<file path="config.mk">
export PLATFORM = sky130hd
export DESIGN_NAME = haptic_mode_device_flat
export DESIGN_NICKNAME = d
export VERILOG_FILES = /design/src/rtl/haptic_pkg.sv /design/src/rtl/haptic_link.sv /design/src/rtl/haptic_mode_device.sv /design/src/flat_wrapper.sv
export VERILOG_INCLUDE_DIRS = /design/src /design/src/rtl
export SDC_FILE = /design/constraint.sdc
export NUM_CORES = 1
export LEC_CHECK = 0
export BUFFER_PORTS_ARGS = -buffer_cell sky130_fd_sc_hd__buf_2
export CORE_ASPECT_RATIO = 0.7
export CORE_MARGIN = 2
export CORE_UTILIZATION = 49
export DETAILED_ROUTE_END_ITERATION = 7
export GPL_TIMING_DRIVEN = 0
export PLACE_DENSITY = 0.8
export SKIP_CTS_REPAIR_TIMING = 1
export SYNTH_ARGS = -nofsm -noshare
export SYNTH_HDL_FRONTEND = slang
export SYNTH_SLANG_ARGS = --single-unit
</file>
<file path="constraint.sdc">
create_clock -name aclk -period 3.67 [get_ports aclk]
set_input_delay 0.5505 -clock aclk [delete_from_list [all_inputs] [get_ports aclk]]
set_output_delay 0.5505 -clock aclk [all_outputs]
set_load 0.01 [all_outputs]
</file>
<file path="src/rtl/haptic_consts.svh">
// Offsets, fields, reset values and timing counts of the haptic mode link
// Assumes inclusion by bare name from the device, host and testbench files
`ifndef HAPTIC_CONSTS_SVH
`define HAPTIC_CONSTS_SVH

// Device register offsets
`define DEV_STATUS 8'h00
`define DEV_MODE 8'h01
`define DEV_SAMPLE 8'h02
`define DEV_LAUNCH 8'h0C
`define DEV_CTRL3 8'h1D

// Mode, status and CTRL3 register fields and mode reset values
`define MODE_SRST_BIT 7
`define MODE_STBY_BIT 6
`define MODE_STBY_RST 1'b1
`define MODE_SEL_RST 3'h0
`define STATUS_OUTCOME_BIT 3
`define CTRL3_SRC_BIT 1
`define CTRL3_FMT_BIT 3
`define CTRL3_AC_BIT 5

// Mode select codes
`define M_INTERNAL 3'h0
`define M_EDGE 3'h1
`define M_LEVEL 3'h2
`define M_PWM_ANALOG 3'h3
`define M_AUDIO 3'h4
`define M_REALTIME 3'h5
`define M_DIAG 3'h6
`define M_CAL 3'h7

// Drive level and sign flip mask
`define PLAY_LEVEL 8'hC0
`define SIGN_FLIP 8'h80

// Timing
`define CLK_PERIOD_NS 50
`define PLAY_TIME_NS 100000
`define PLAY_CYCLES (`PLAY_TIME_NS / `CLK_PERIOD_NS)
`define CHECK_TIME_NS 150000
`define CHECK_CYCLES (`CHECK_TIME_NS / `CLK_PERIOD_NS)

// Controller registers on the software bus
`define H_CMD 32'h0000_0000
`define H_STATUS 32'h0000_0004
`define H_IRQ_STATUS 32'h0000_0008
`define H_IRQ_ENABLE 32'h0000_000C
`define H_IRQ_CLEAR 32'h0000_0010
`define H_CMD_WRITE_BIT 16
`define IRQ_DONE_BIT 0
`define IRQ_REFUSED_BIT 1
`define IRQ_W 2
`define RESP_OKAY 2'h0
`define RESP_DECERR 2'h3

`endif

</file>
<file path="src/rtl/haptic_pkg.sv">
// Types shared by both ends of the haptic mode link
// Assumes the constants header is included where offsets are needed
package haptic_pkg;
  typedef enum logic {LINK_IDLE, LINK_WAIT} link_state_e;
  typedef logic [7:0] byte_t;
endpackage

</file>
<file path="src/rtl/haptic_link.sv">
// Register link joining the controller to the haptic device
// Assumes both ends run on the same aclk
`timescale 1ns/1ps
interface haptic_link;
  logic req;
  logic we;
  haptic_pkg::byte_t addr;
  haptic_pkg::byte_t wdata;
  logic ack;
  haptic_pkg::byte_t rdata;
  modport device (input req, input we, input addr, input wdata, output ack, output rdata);
  modport host (output req, output we, output addr, output wdata, input ack, input rdata);
endinterface

</file>
<file path="src/rtl/haptic_mode_device.sv">
// Haptic device end: mode control register bank and trigger handling
// Assumes a host that holds req until ack; pins arrive asynchronously
//
// The AXI4-Lite register port was decided locally.
`timescale 1ns/1ps
`include "haptic_consts.svh"
module haptic_mode_device #(
  parameter int PLAY_CYCLES = `PLAY_CYCLES,
  parameter int CHECK_CYCLES = `CHECK_CYCLES
) (
  input wire logic aclk,
  input wire logic aresetn,
  haptic_link.device link,
  input wire logic input_trigger_pin,
  input wire logic [7:0] analog_level,
  input wire logic actuator_fault,
  output logic [7:0] drive_level,
  output logic drive_active,
  output logic launch
);
  logic [2:0] trig_s;
  logic [2:0] fault_s;
  logic trig_lvl;
  logic fault_lvl;
  logic soft_reset_bit;
  logic standby;
  logic [2:0] mode;
  logic [7:0] realtime_sample_value;
  logic realtime_sign_format;
  logic input_source;
  logic ac_coupled_input;
  logic check_outcome_flag;
  logic [15:0] run_cnt;
  logic clr_regs;
  logic take;
  logic wr;
  logic rd;
  logic rise;
  logic fall;
  logic run_done;
  logic checking;
  logic [7:0] next_rdata;

  assign clr_regs = !aresetn || soft_reset_bit;
  assign take = link.req && !link.ack;
  assign wr = take && link.we;
  assign rd = take && !link.we;
  assign rise = trig_s[1] && trig_s[2] && !trig_lvl;
  assign fall = !trig_s[1] && !trig_s[2] && trig_lvl;
  assign checking = (mode == `M_DIAG) || (mode == `M_CAL);
  assign run_done = launch && (run_cnt == 16'(checking ? CHECK_CYCLES - 1 : PLAY_CYCLES - 1));

  // Pin synchronisers
  always_ff @(posedge aclk) begin
    if (!aresetn) begin
      trig_s <= 3'h0;
      fault_s <= 3'h0;
    end else begin
      trig_s <= {trig_s[1:0], input_trigger_pin};
      fault_s <= {fault_s[1:0], actuator_fault};
    end
  end

  // Agreed pin levels
  always_ff @(posedge aclk) begin
    if (!aresetn) begin
      trig_lvl <= 1'b0;
      fault_lvl <= 1'b0;
    end else begin
      if (trig_s[1] == trig_s[2]) begin
        trig_lvl <= trig_s[2];
      end
      if (fault_s[1] == fault_s[2]) begin
        fault_lvl <= fault_s[2];
      end
    end
  end

  always_ff @(posedge aclk) begin
    if (clr_regs) begin
      soft_reset_bit <= 1'b0;
    end else if (wr && link.addr == `DEV_MODE) begin
      soft_reset_bit <= link.wdata[`MODE_SRST_BIT];
    end
  end

  always_ff @(posedge aclk) begin
    if (clr_regs) begin
      standby <= `MODE_STBY_RST;
      mode <= `MODE_SEL_RST;
    end else if (wr && link.addr == `DEV_MODE) begin
      standby <= link.wdata[`MODE_STBY_BIT];
      mode <= link.wdata[2:0];
    end
  end

  always_ff @(posedge aclk) begin
    if (clr_regs) begin
      realtime_sample_value <= 8'h00;
      realtime_sign_format <= 1'b0;
      input_source <= 1'b0;
      ac_coupled_input <= 1'b0;
    end else if (wr && link.addr == `DEV_SAMPLE) begin
      realtime_sample_value <= link.wdata;
    end else if (wr && link.addr == `DEV_CTRL3) begin
      realtime_sign_format <= link.wdata[`CTRL3_FMT_BIT];
      input_source <= link.wdata[`CTRL3_SRC_BIT];
      ac_coupled_input <= link.wdata[`CTRL3_AC_BIT];
    end
  end

  // Launch bit and its sources
  always_ff @(posedge aclk) begin
    if (clr_regs) begin
      launch <= 1'b0;
    end else if (run_done) begin
      launch <= 1'b0;
    end else if (wr && link.addr == `DEV_LAUNCH) begin
      launch <= link.wdata[0];
    end else if (mode == `M_EDGE && rise) begin
      launch <= !launch;
    end else if (mode == `M_LEVEL && (rise || fall)) begin
      launch <= rise;
    end
  end

  // Run timer
  always_ff @(posedge aclk) begin
    if (clr_regs || !launch || run_done) begin
      run_cnt <= 16'h0000;
    end else begin
      run_cnt <= run_cnt + 16'h0001;
    end
  end

  always_ff @(posedge aclk) begin
    if (clr_regs) begin
      check_outcome_flag <= 1'b0;
    end else if (run_done && checking) begin
      check_outcome_flag <= fault_lvl;
    end else if (rd && link.addr == `DEV_STATUS) begin
      check_outcome_flag <= 1'b0;
    end
  end

  // Read data selection
  always_comb begin
    next_rdata = 8'h00;
    unique case (link.addr)
      `DEV_STATUS: next_rdata[`STATUS_OUTCOME_BIT] = check_outcome_flag;
      `DEV_MODE: next_rdata = {soft_reset_bit, standby, 3'h0, mode};
      `DEV_SAMPLE: next_rdata = realtime_sample_value;
      `DEV_LAUNCH: next_rdata[0] = launch;
      `DEV_CTRL3: begin
        next_rdata[`CTRL3_FMT_BIT] = realtime_sign_format;
        next_rdata[`CTRL3_SRC_BIT] = input_source;
        next_rdata[`CTRL3_AC_BIT] = ac_coupled_input;
      end
      default: next_rdata = 8'h00;
    endcase
  end

  // Link answer one cycle after request
  always_ff @(posedge aclk) begin
    if (!aresetn) begin
      link.ack <= 1'b0;
      link.rdata <= 8'h00;
    end else begin
      link.ack <= take;
      if (rd) begin
        link.rdata <= next_rdata;
      end
    end
  end

  // Actuator drive
  always_ff @(posedge aclk) begin
    if (clr_regs || standby) begin
      drive_level <= 8'h00;
      drive_active <= 1'b0;
    end else begin
      unique case (mode)
        `M_PWM_ANALOG: begin
          drive_level <= input_source ? analog_level : {8{trig_lvl}};
          drive_active <= 1'b1;
        end
        `M_AUDIO: begin
          drive_level <= analog_level;
          drive_active <= input_source && ac_coupled_input;
        end
        `M_REALTIME: begin
          drive_level <= realtime_sign_format ? realtime_sample_value
                                              : realtime_sample_value ^ `SIGN_FLIP;
          drive_active <= 1'b1;
        end
        default: begin
          drive_level <= launch ? `PLAY_LEVEL : 8'h00;
          drive_active <= launch;
        end
      endcase
    end
  end
endmodule

</file>
<file path="src/flat_wrapper.sv">
// flat-port wrapper written by rule: the top's interface ports become plain ports
module haptic_mode_device_flat 
#(
  parameter int PLAY_CYCLES = `PLAY_CYCLES,
  parameter int CHECK_CYCLES = `CHECK_CYCLES
)
  (aclk, aresetn, input_trigger_pin, analog_level, actuator_fault, drive_level, drive_active, launch, link_req, link_we, link_addr, link_wdata, link_ack, link_rdata);
  haptic_link link_i ();
  input wire logic aclk;
  input wire logic aresetn;
  input wire logic input_trigger_pin;
  input wire logic [7:0] analog_level;
  input wire logic actuator_fault;
  output logic [7:0] drive_level;
  output logic drive_active;
  output logic launch;
  input wire logic [$bits(link_i.req)-1:0] link_req;
  input wire logic [$bits(link_i.we)-1:0] link_we;
  input wire logic [$bits(link_i.addr)-1:0] link_addr;
  input wire logic [$bits(link_i.wdata)-1:0] link_wdata;
  output wire logic [$bits(link_i.ack)-1:0] link_ack;
  output wire logic [$bits(link_i.rdata)-1:0] link_rdata;
  assign link_i.req = link_req;
  assign link_i.we = link_we;
  assign link_i.addr = link_addr;
  assign link_i.wdata = link_wdata;
  assign link_ack = link_i.ack;
  assign link_rdata = link_i.rdata;
  haptic_mode_device #(.PLAY_CYCLES(PLAY_CYCLES), .CHECK_CYCLES(CHECK_CYCLES)) u_core (.aclk(aclk), .aresetn(aresetn), .link(link_i), .input_trigger_pin(input_trigger_pin), .analog_level(analog_level), .actuator_fault(actuator_fault), .drive_level(drive_level), .drive_active(drive_active), .launch(launch));
endmodule
</file>
-- Word level (Yosys, flattened, before mapping)
Index checks and enable logic that the tools add are counted.
- output and inout bits: 19
- latch bits: 0
- RAM bits: 0
- memories: 0
- bits in read-only memories: 0
- logic and storage cells: 89
- bits in registers: 60
- mux-type cells: 18
- bitwise gates (word level): 2
- add/subtract/negate cells: 1
- reductions and logical operators: 36
- equality and inequality tests: 14
- multiply operators: 0
- order comparisons: 0
- shift operators: 0
- divide/modulo/power cells: 0
- operator list (kind ; number):
    2-to-1 mux 8 bit ; 3
    case mux 8 bit (3 select lines) ; 1
    logical AND 1 bit ; 17
    adder 16 x 1 -> 16 bit (second input constant) ; 1
    equality test 16 bit ; 1
    equality test 3 bit (second input constant) ; 4
    2-to-1 mux 12 bit ; 1
    case mux 1 bit (3 select lines) ; 3
    equality test 8 x 1 -> 1 bit (second input constant) ; 1
    equality test 8 x 2 -> 1 bit (second input constant) ; 1
    equality test 8 x 4 -> 1 bit (second input constant) ; 1
    equality test 8 x 5 -> 1 bit (second input constant) ; 1
    logical NOT 8 bit ; 1
    logical NOT 1 bit ; 7
    equality test 3 x 2 -> 1 bit (second input constant) ; 2
    logical OR 1 bit ; 6
    2-to-1 mux 1 bit ; 6
    case mux 1 bit (2 select lines) ; 3
    case mux 2 bit (2 select lines) ; 1
    OR reduction 2 bit ; 2
    equality test 3 x 1 -> 1 bit (second input constant) ; 1
    nonzero test 3 bit ; 1
    equality test 1 bit ; 2
    NOT 1 bit ; 2
    other kinds (2) ; 2

-- Longest topological paths before layout
- depth in word-level cells: 8
- depth in mapped cells: 7

-- Worst setup path before layout
Ideal clock, no wire load.
- kind: input to register
- start: input port link_addr[5]
- end: register u_core.launch
- required time: 3554 ps
- arrival time: 1913 ps
- setup time: 116 ps
- stages on the path: 6
- slack: 1641 ps
- path through: or3_1 -> buf_6 -> or3_4 -> nor4b_4 -> mux2i_1 -> nor2_1
- word-level cells in the longest chain between the ends: 3
- elaborated cells between the ends (all ways): 4
- those cells by class: eq/ne: 1; mux: 1; reduce/logical: 2
- ends and longest elaborated chain (what ; RTL line ; text):
    start, declared ; flat_wrapper.sv:19 ; input wire logic [$bits(link_i.addr)-1:0] link_addr;
    equality test 8 x 4 -> 1 bit (no line) (*) ; -- ;
    logical AND 1 bit (no line) (*) ; -- ;
    nonzero test 3 bit (no line) / 2-to-1 mux 1 bit (equally long branches) ; -- ;
    end signal, assigned ; haptic_mode_device.sv:119 ; launch <= link.wdata[0];
    end signal, assigned ; haptic_mode_device.sv:121 ; launch <= !launch;
    end signal, assigned ; haptic_mode_device.sv:123 ; launch <= rise;
    end, declared ; haptic_mode_device.sv:19 ; output logic launch
Mark *: on every way between the ends. The rest lies on a longest branch, timed or not.
A chain may end at the register's enable or synchronous reset.

-- Worst setup path after layout
- start: register u_core.launch
- end: register u_core.run_cnt[9]
- word-level cells in the longest chain between the ends: 3
- elaborated cells between the ends (all ways): 4
- those cells by class: reduce/logical: 4
- ends and longest elaborated chain (what ; RTL line ; text):
    logical NOT 1 bit ; haptic_mode_device.sv:129 ; if (clr_regs || !launch || run_done) begin
    logical OR 1 bit ; haptic_mode_device.sv:129 ;
    logical OR 1 bit (*) ; haptic_mode_device.sv:129 ;
    end signal, assigned ; haptic_mode_device.sv:132 ; run_cnt <= run_cnt + 16'h0001;
    end, declared ; haptic_mode_device.sv:33 ; logic [15:0] run_cnt;
Marked as above.

==> key figures <==
Finish
  • # fillers: 461
  • Highest-count cells in the layout ignoring fill and taps: dfxtp_1, buf_2, nor2_1, nand2_1, nand3_1
  • Multi-input gate area: 1360 sq um
  • Layout cells sized above 1: 0.193
  • Ant diodes: 0
  • Most common cell after layout, fill and taps aside: dfxtp_1
  • Layout area overhead: 20.3%
  • Final nets: 407
  • Register area: 1200 sq um

Critical path
  • R2R cell count: 7
  • Delay-heaviest family, CP: simple AND/OR/NAND/NOR gates
  • CP endpoint kind: flop
  • CP max stage delay: 0.49 ns
  • CP Launch Type: flop
  • CP arrival: 2.37 ns
  • Cell count along the critical path: 7
  • Crit-path max FO: 10
  • Worst-path cell chain: buf_2 > or4b_1 > nor4_2 > o21ai_1 > nand3_2 > buf_4 > nor2_1
  • Slowest-stage cell, CP: or4b_1
  • Critical path class: flop to flop
  • WP buf/inv: 2
  • CP required: 3.90 ns

STA
  • Unrepaired setup endpoints after global routing: false
  • Final Critical Period: 2.14 ns
  • Final setup vio count: 0
  • Fmax: 467 MHz
  • Slew Limit Headroom: 0.476
  • Final Skew: 0.00986 ns
  • Crit share post-route: 0.583
  • Final hold slack: 0.412 ns
  • Slew Limit Fails: 0
  • Final hold viol count: 0
  • Setup TNS Final: 0 ns
  • Worst Tran Pin Value: 0.783 ns

Synthesis
  • Yosys warning total: 0
  • Synth Net Count: 349
  • Synth Instances: 316
  • Unique masters post-synth: 45
  • Cell area after synthesis: 2670 sq um
  • Post-synth EDFFs: 0
  • Mean cell area of the mapped netlist: 8.44 sq um
  • Synth Flop Type: dfxtp_1
  • Async S/R FF share, synth: 0
  • Synth Register Bits: 60
  • Sequential share of the synthesized area: 0.450

Power
  • Cell Pwr Density: 428 nW/um^2
  • Comb power frac: 0.047
  • Sequential power share: 0.482
  • VDD IR max: 227 uV
  • Sw frac: 0.212
  • Clock power frac: 0.471
  • Psw: 0.291 mW
  • Int Power: 1.08 mW
  • Lkg Pwr: 1.14 nW

Detailed routing
  • DR vias/cell: 5.43
  • WL/cell: 14.3 um
  • Initial DRT Pass Iterations: 7
  • Drt first-iter violations: 139
  • Final WL: 6440 um
  • Routed Antenna Nets: 0
  • Via count: 2450
  • Residual DRC: 0

Global route
  • Overall global routing resource usage: 0.225
  • Vias in the first global route: 2140
  • Largest net degree at the start of global routing: 11
  • First-pass GRT wire length: 10400 um
  • Initial antenna violation count: 0
  • GR Overflow Total: 0

Clock tree
  • Clock Sinks: 60
  • Clock-pin slew on the worst setup and hold paths: 0.06 ns
  • TritonCTS clock tree: done
  • Root Driver: clkbuf_8
  • Cts bufs inserted: 9
  • Htree depth: 3
  • Clk buf depth: 2
  • Latest clock arrival within the worst-skew pair: 0.34 ns

Die
  • Starting density of the core: 0.507
  • Die footprint: 6060 sq um
  • Die X: 92.2 um
  • Core area: 5260 sq um
  • I/O pin total: 49
  • Die height: 65.7 um
  • # rows: 22

Min path
  • Hold WC Path Type: input port to flop
  • Hold path depth: 2

Placed design
  • Post-detail-place hpwl: 4760 um
  • PortBufs: 47
  • RePlAce Congestion: 0.899

Status
  • Status: complete, no violations

Run
  • Max-Cap Viols: 0
## metrics by stage
step | instances | instance area (sq um) | setup WS [ns] | total power, mW | utilization
2_1_floorplan | 316 | 2670 | 1.64 | 0.707 | -
4_1_cts | 451 | 3210 | 1.54 | 1.38 | 0.610
3_5_place_dp | 435 | 2990 | 1.45 | 0.739 | 0.569
6_report | 451 | 3210 | 1.53 | 1.37 | 0.610
3_3_place_gp | 435 | 2990 | 1.48 | 0.737 | 0.569
5_1_grt | 451 | 3210 | 1.41 | 1.42 | 0.610
## final timing paths
check / from / to / slack (ns)
worst min-delay path: actuator_fault / u_core.fault_s[0] / 0.41
worst min register to register: u_core.fault_s[0] / u_core.fault_s[1] / 0.43
worst max-delay path: u_core.launch / u_core.run_cnt[9] / 1.53
worst max register to register: u_core.launch / u_core.run_cnt[9] / 1.53
## sequential cells by signal, indices dropped and copies added (netlist names)
name and count:
u_core.drive_active 1, u_core.trig_lvl 1, u_core.fault_lvl 1, u_core.mode 3, u_core.realtime_sample_value 8, u_core.standby 1
u_core.soft_reset_bit 1, u_core.check_outcome_flag 1, u_core.run_cnt 16, u_core.input_source 1, u_core.link.rdata 8, u_core.ac_coupled_input 1
u_core.launch 1, u_core.drive_level 8, u_core.fault_s 3, u_core.realtime_sign_format 1, u_core.trig_s 3, u_core.link.ack 1
## worst reg2reg max path, cell delays in order, from the launching register on
cell     delay, ns
dfxtp_1       0.34
buf_2         0.21
or4b_1        0.49
nor4_2        0.35
o21ai_1       0.19
nand3_2       0.19
buf_4         0.20
nor2_1        0.06
## area by class of cell
type / count / share of cell area
timing repair buffer: 47 / 0.0733
tap: 72 / 0.0281
inverter: 8 / 0.00936
multi-input combinational: 233 / 0.425
clock inverter: 5 / 0.0234
sequential: 60 / 0.374
buffer: 15 / 0.0226
clock buffer: 11 / 0.0441
## cell usage after synthesis, drive strengths merged (2+ instances only)
cell type,n,share of area
dfxtp,60,0.45
nor2,43,0.061
nand2,42,0.059
nand3,27,0.053
a21oi,25,0.047
a221oi,11,0.036
clkbuf,10,0.014
xnor2,9,0.030
inv,8,0.011
o21ai,8,0.015
and2,7,0.016
nor3,7,0.015
xor2,6,0.020
buf,5,0.013
mux2i,4,0.015
nand2b,4,0.0094
nor2b,4,0.0094
nor4,4,0.020
or3,4,0.011
ha,3,0.014
nand4,3,0.0070
a211oi,2,0.0056
a2bb2oi,2,0.0066
a31oi,2,0.0047
and4,2,0.0066
nand4b,2,0.0066
nor3b,2,0.0056
nor4b,2,0.012
or4b,2,0.0075
## power groups by stage
stage	registers (mW)	clock network [mW]	logic (mW)
floorplan	0.677	0	0.0299
detailed placement	0.676	0	0.0638
CTS	0.661	0.657	0.0642
global placement	0.675	0	0.0621
global route	0.662	0.689	0.0705
finish	0.661	0.646	0.0644
## layer usage
| layer | GRT usage | routed length, um | up-vias |
|---|---|---|---|
| met1 | 0.321 | 3150 | 1125 |
| met5 | 0 | 0 | - |
| met3 | 0.0860 | 532 | 11 |
| met2 | 0.313 | 2680 | 93 |
| li1 | - | - | 1221 |
| met4 | 0.0672 | 77 | 0 |
## logic make-up (layout without fill, tap and decap cells)
group	Yosys count	after routing	share of synthesized area
buffers and inverters	23	86	0.0385
adders and majority gates	3	3	0.0141
DFF	60	60	0.450
muxes	4	4	0.0150
and+or+nand+nor	157	157	0.305
xor gates and xnor gates	15	15	0.0493
AOI/OAI and AO/OA	54	54	0.128
No activity file was read; power rests on OpenSTA's default activity.
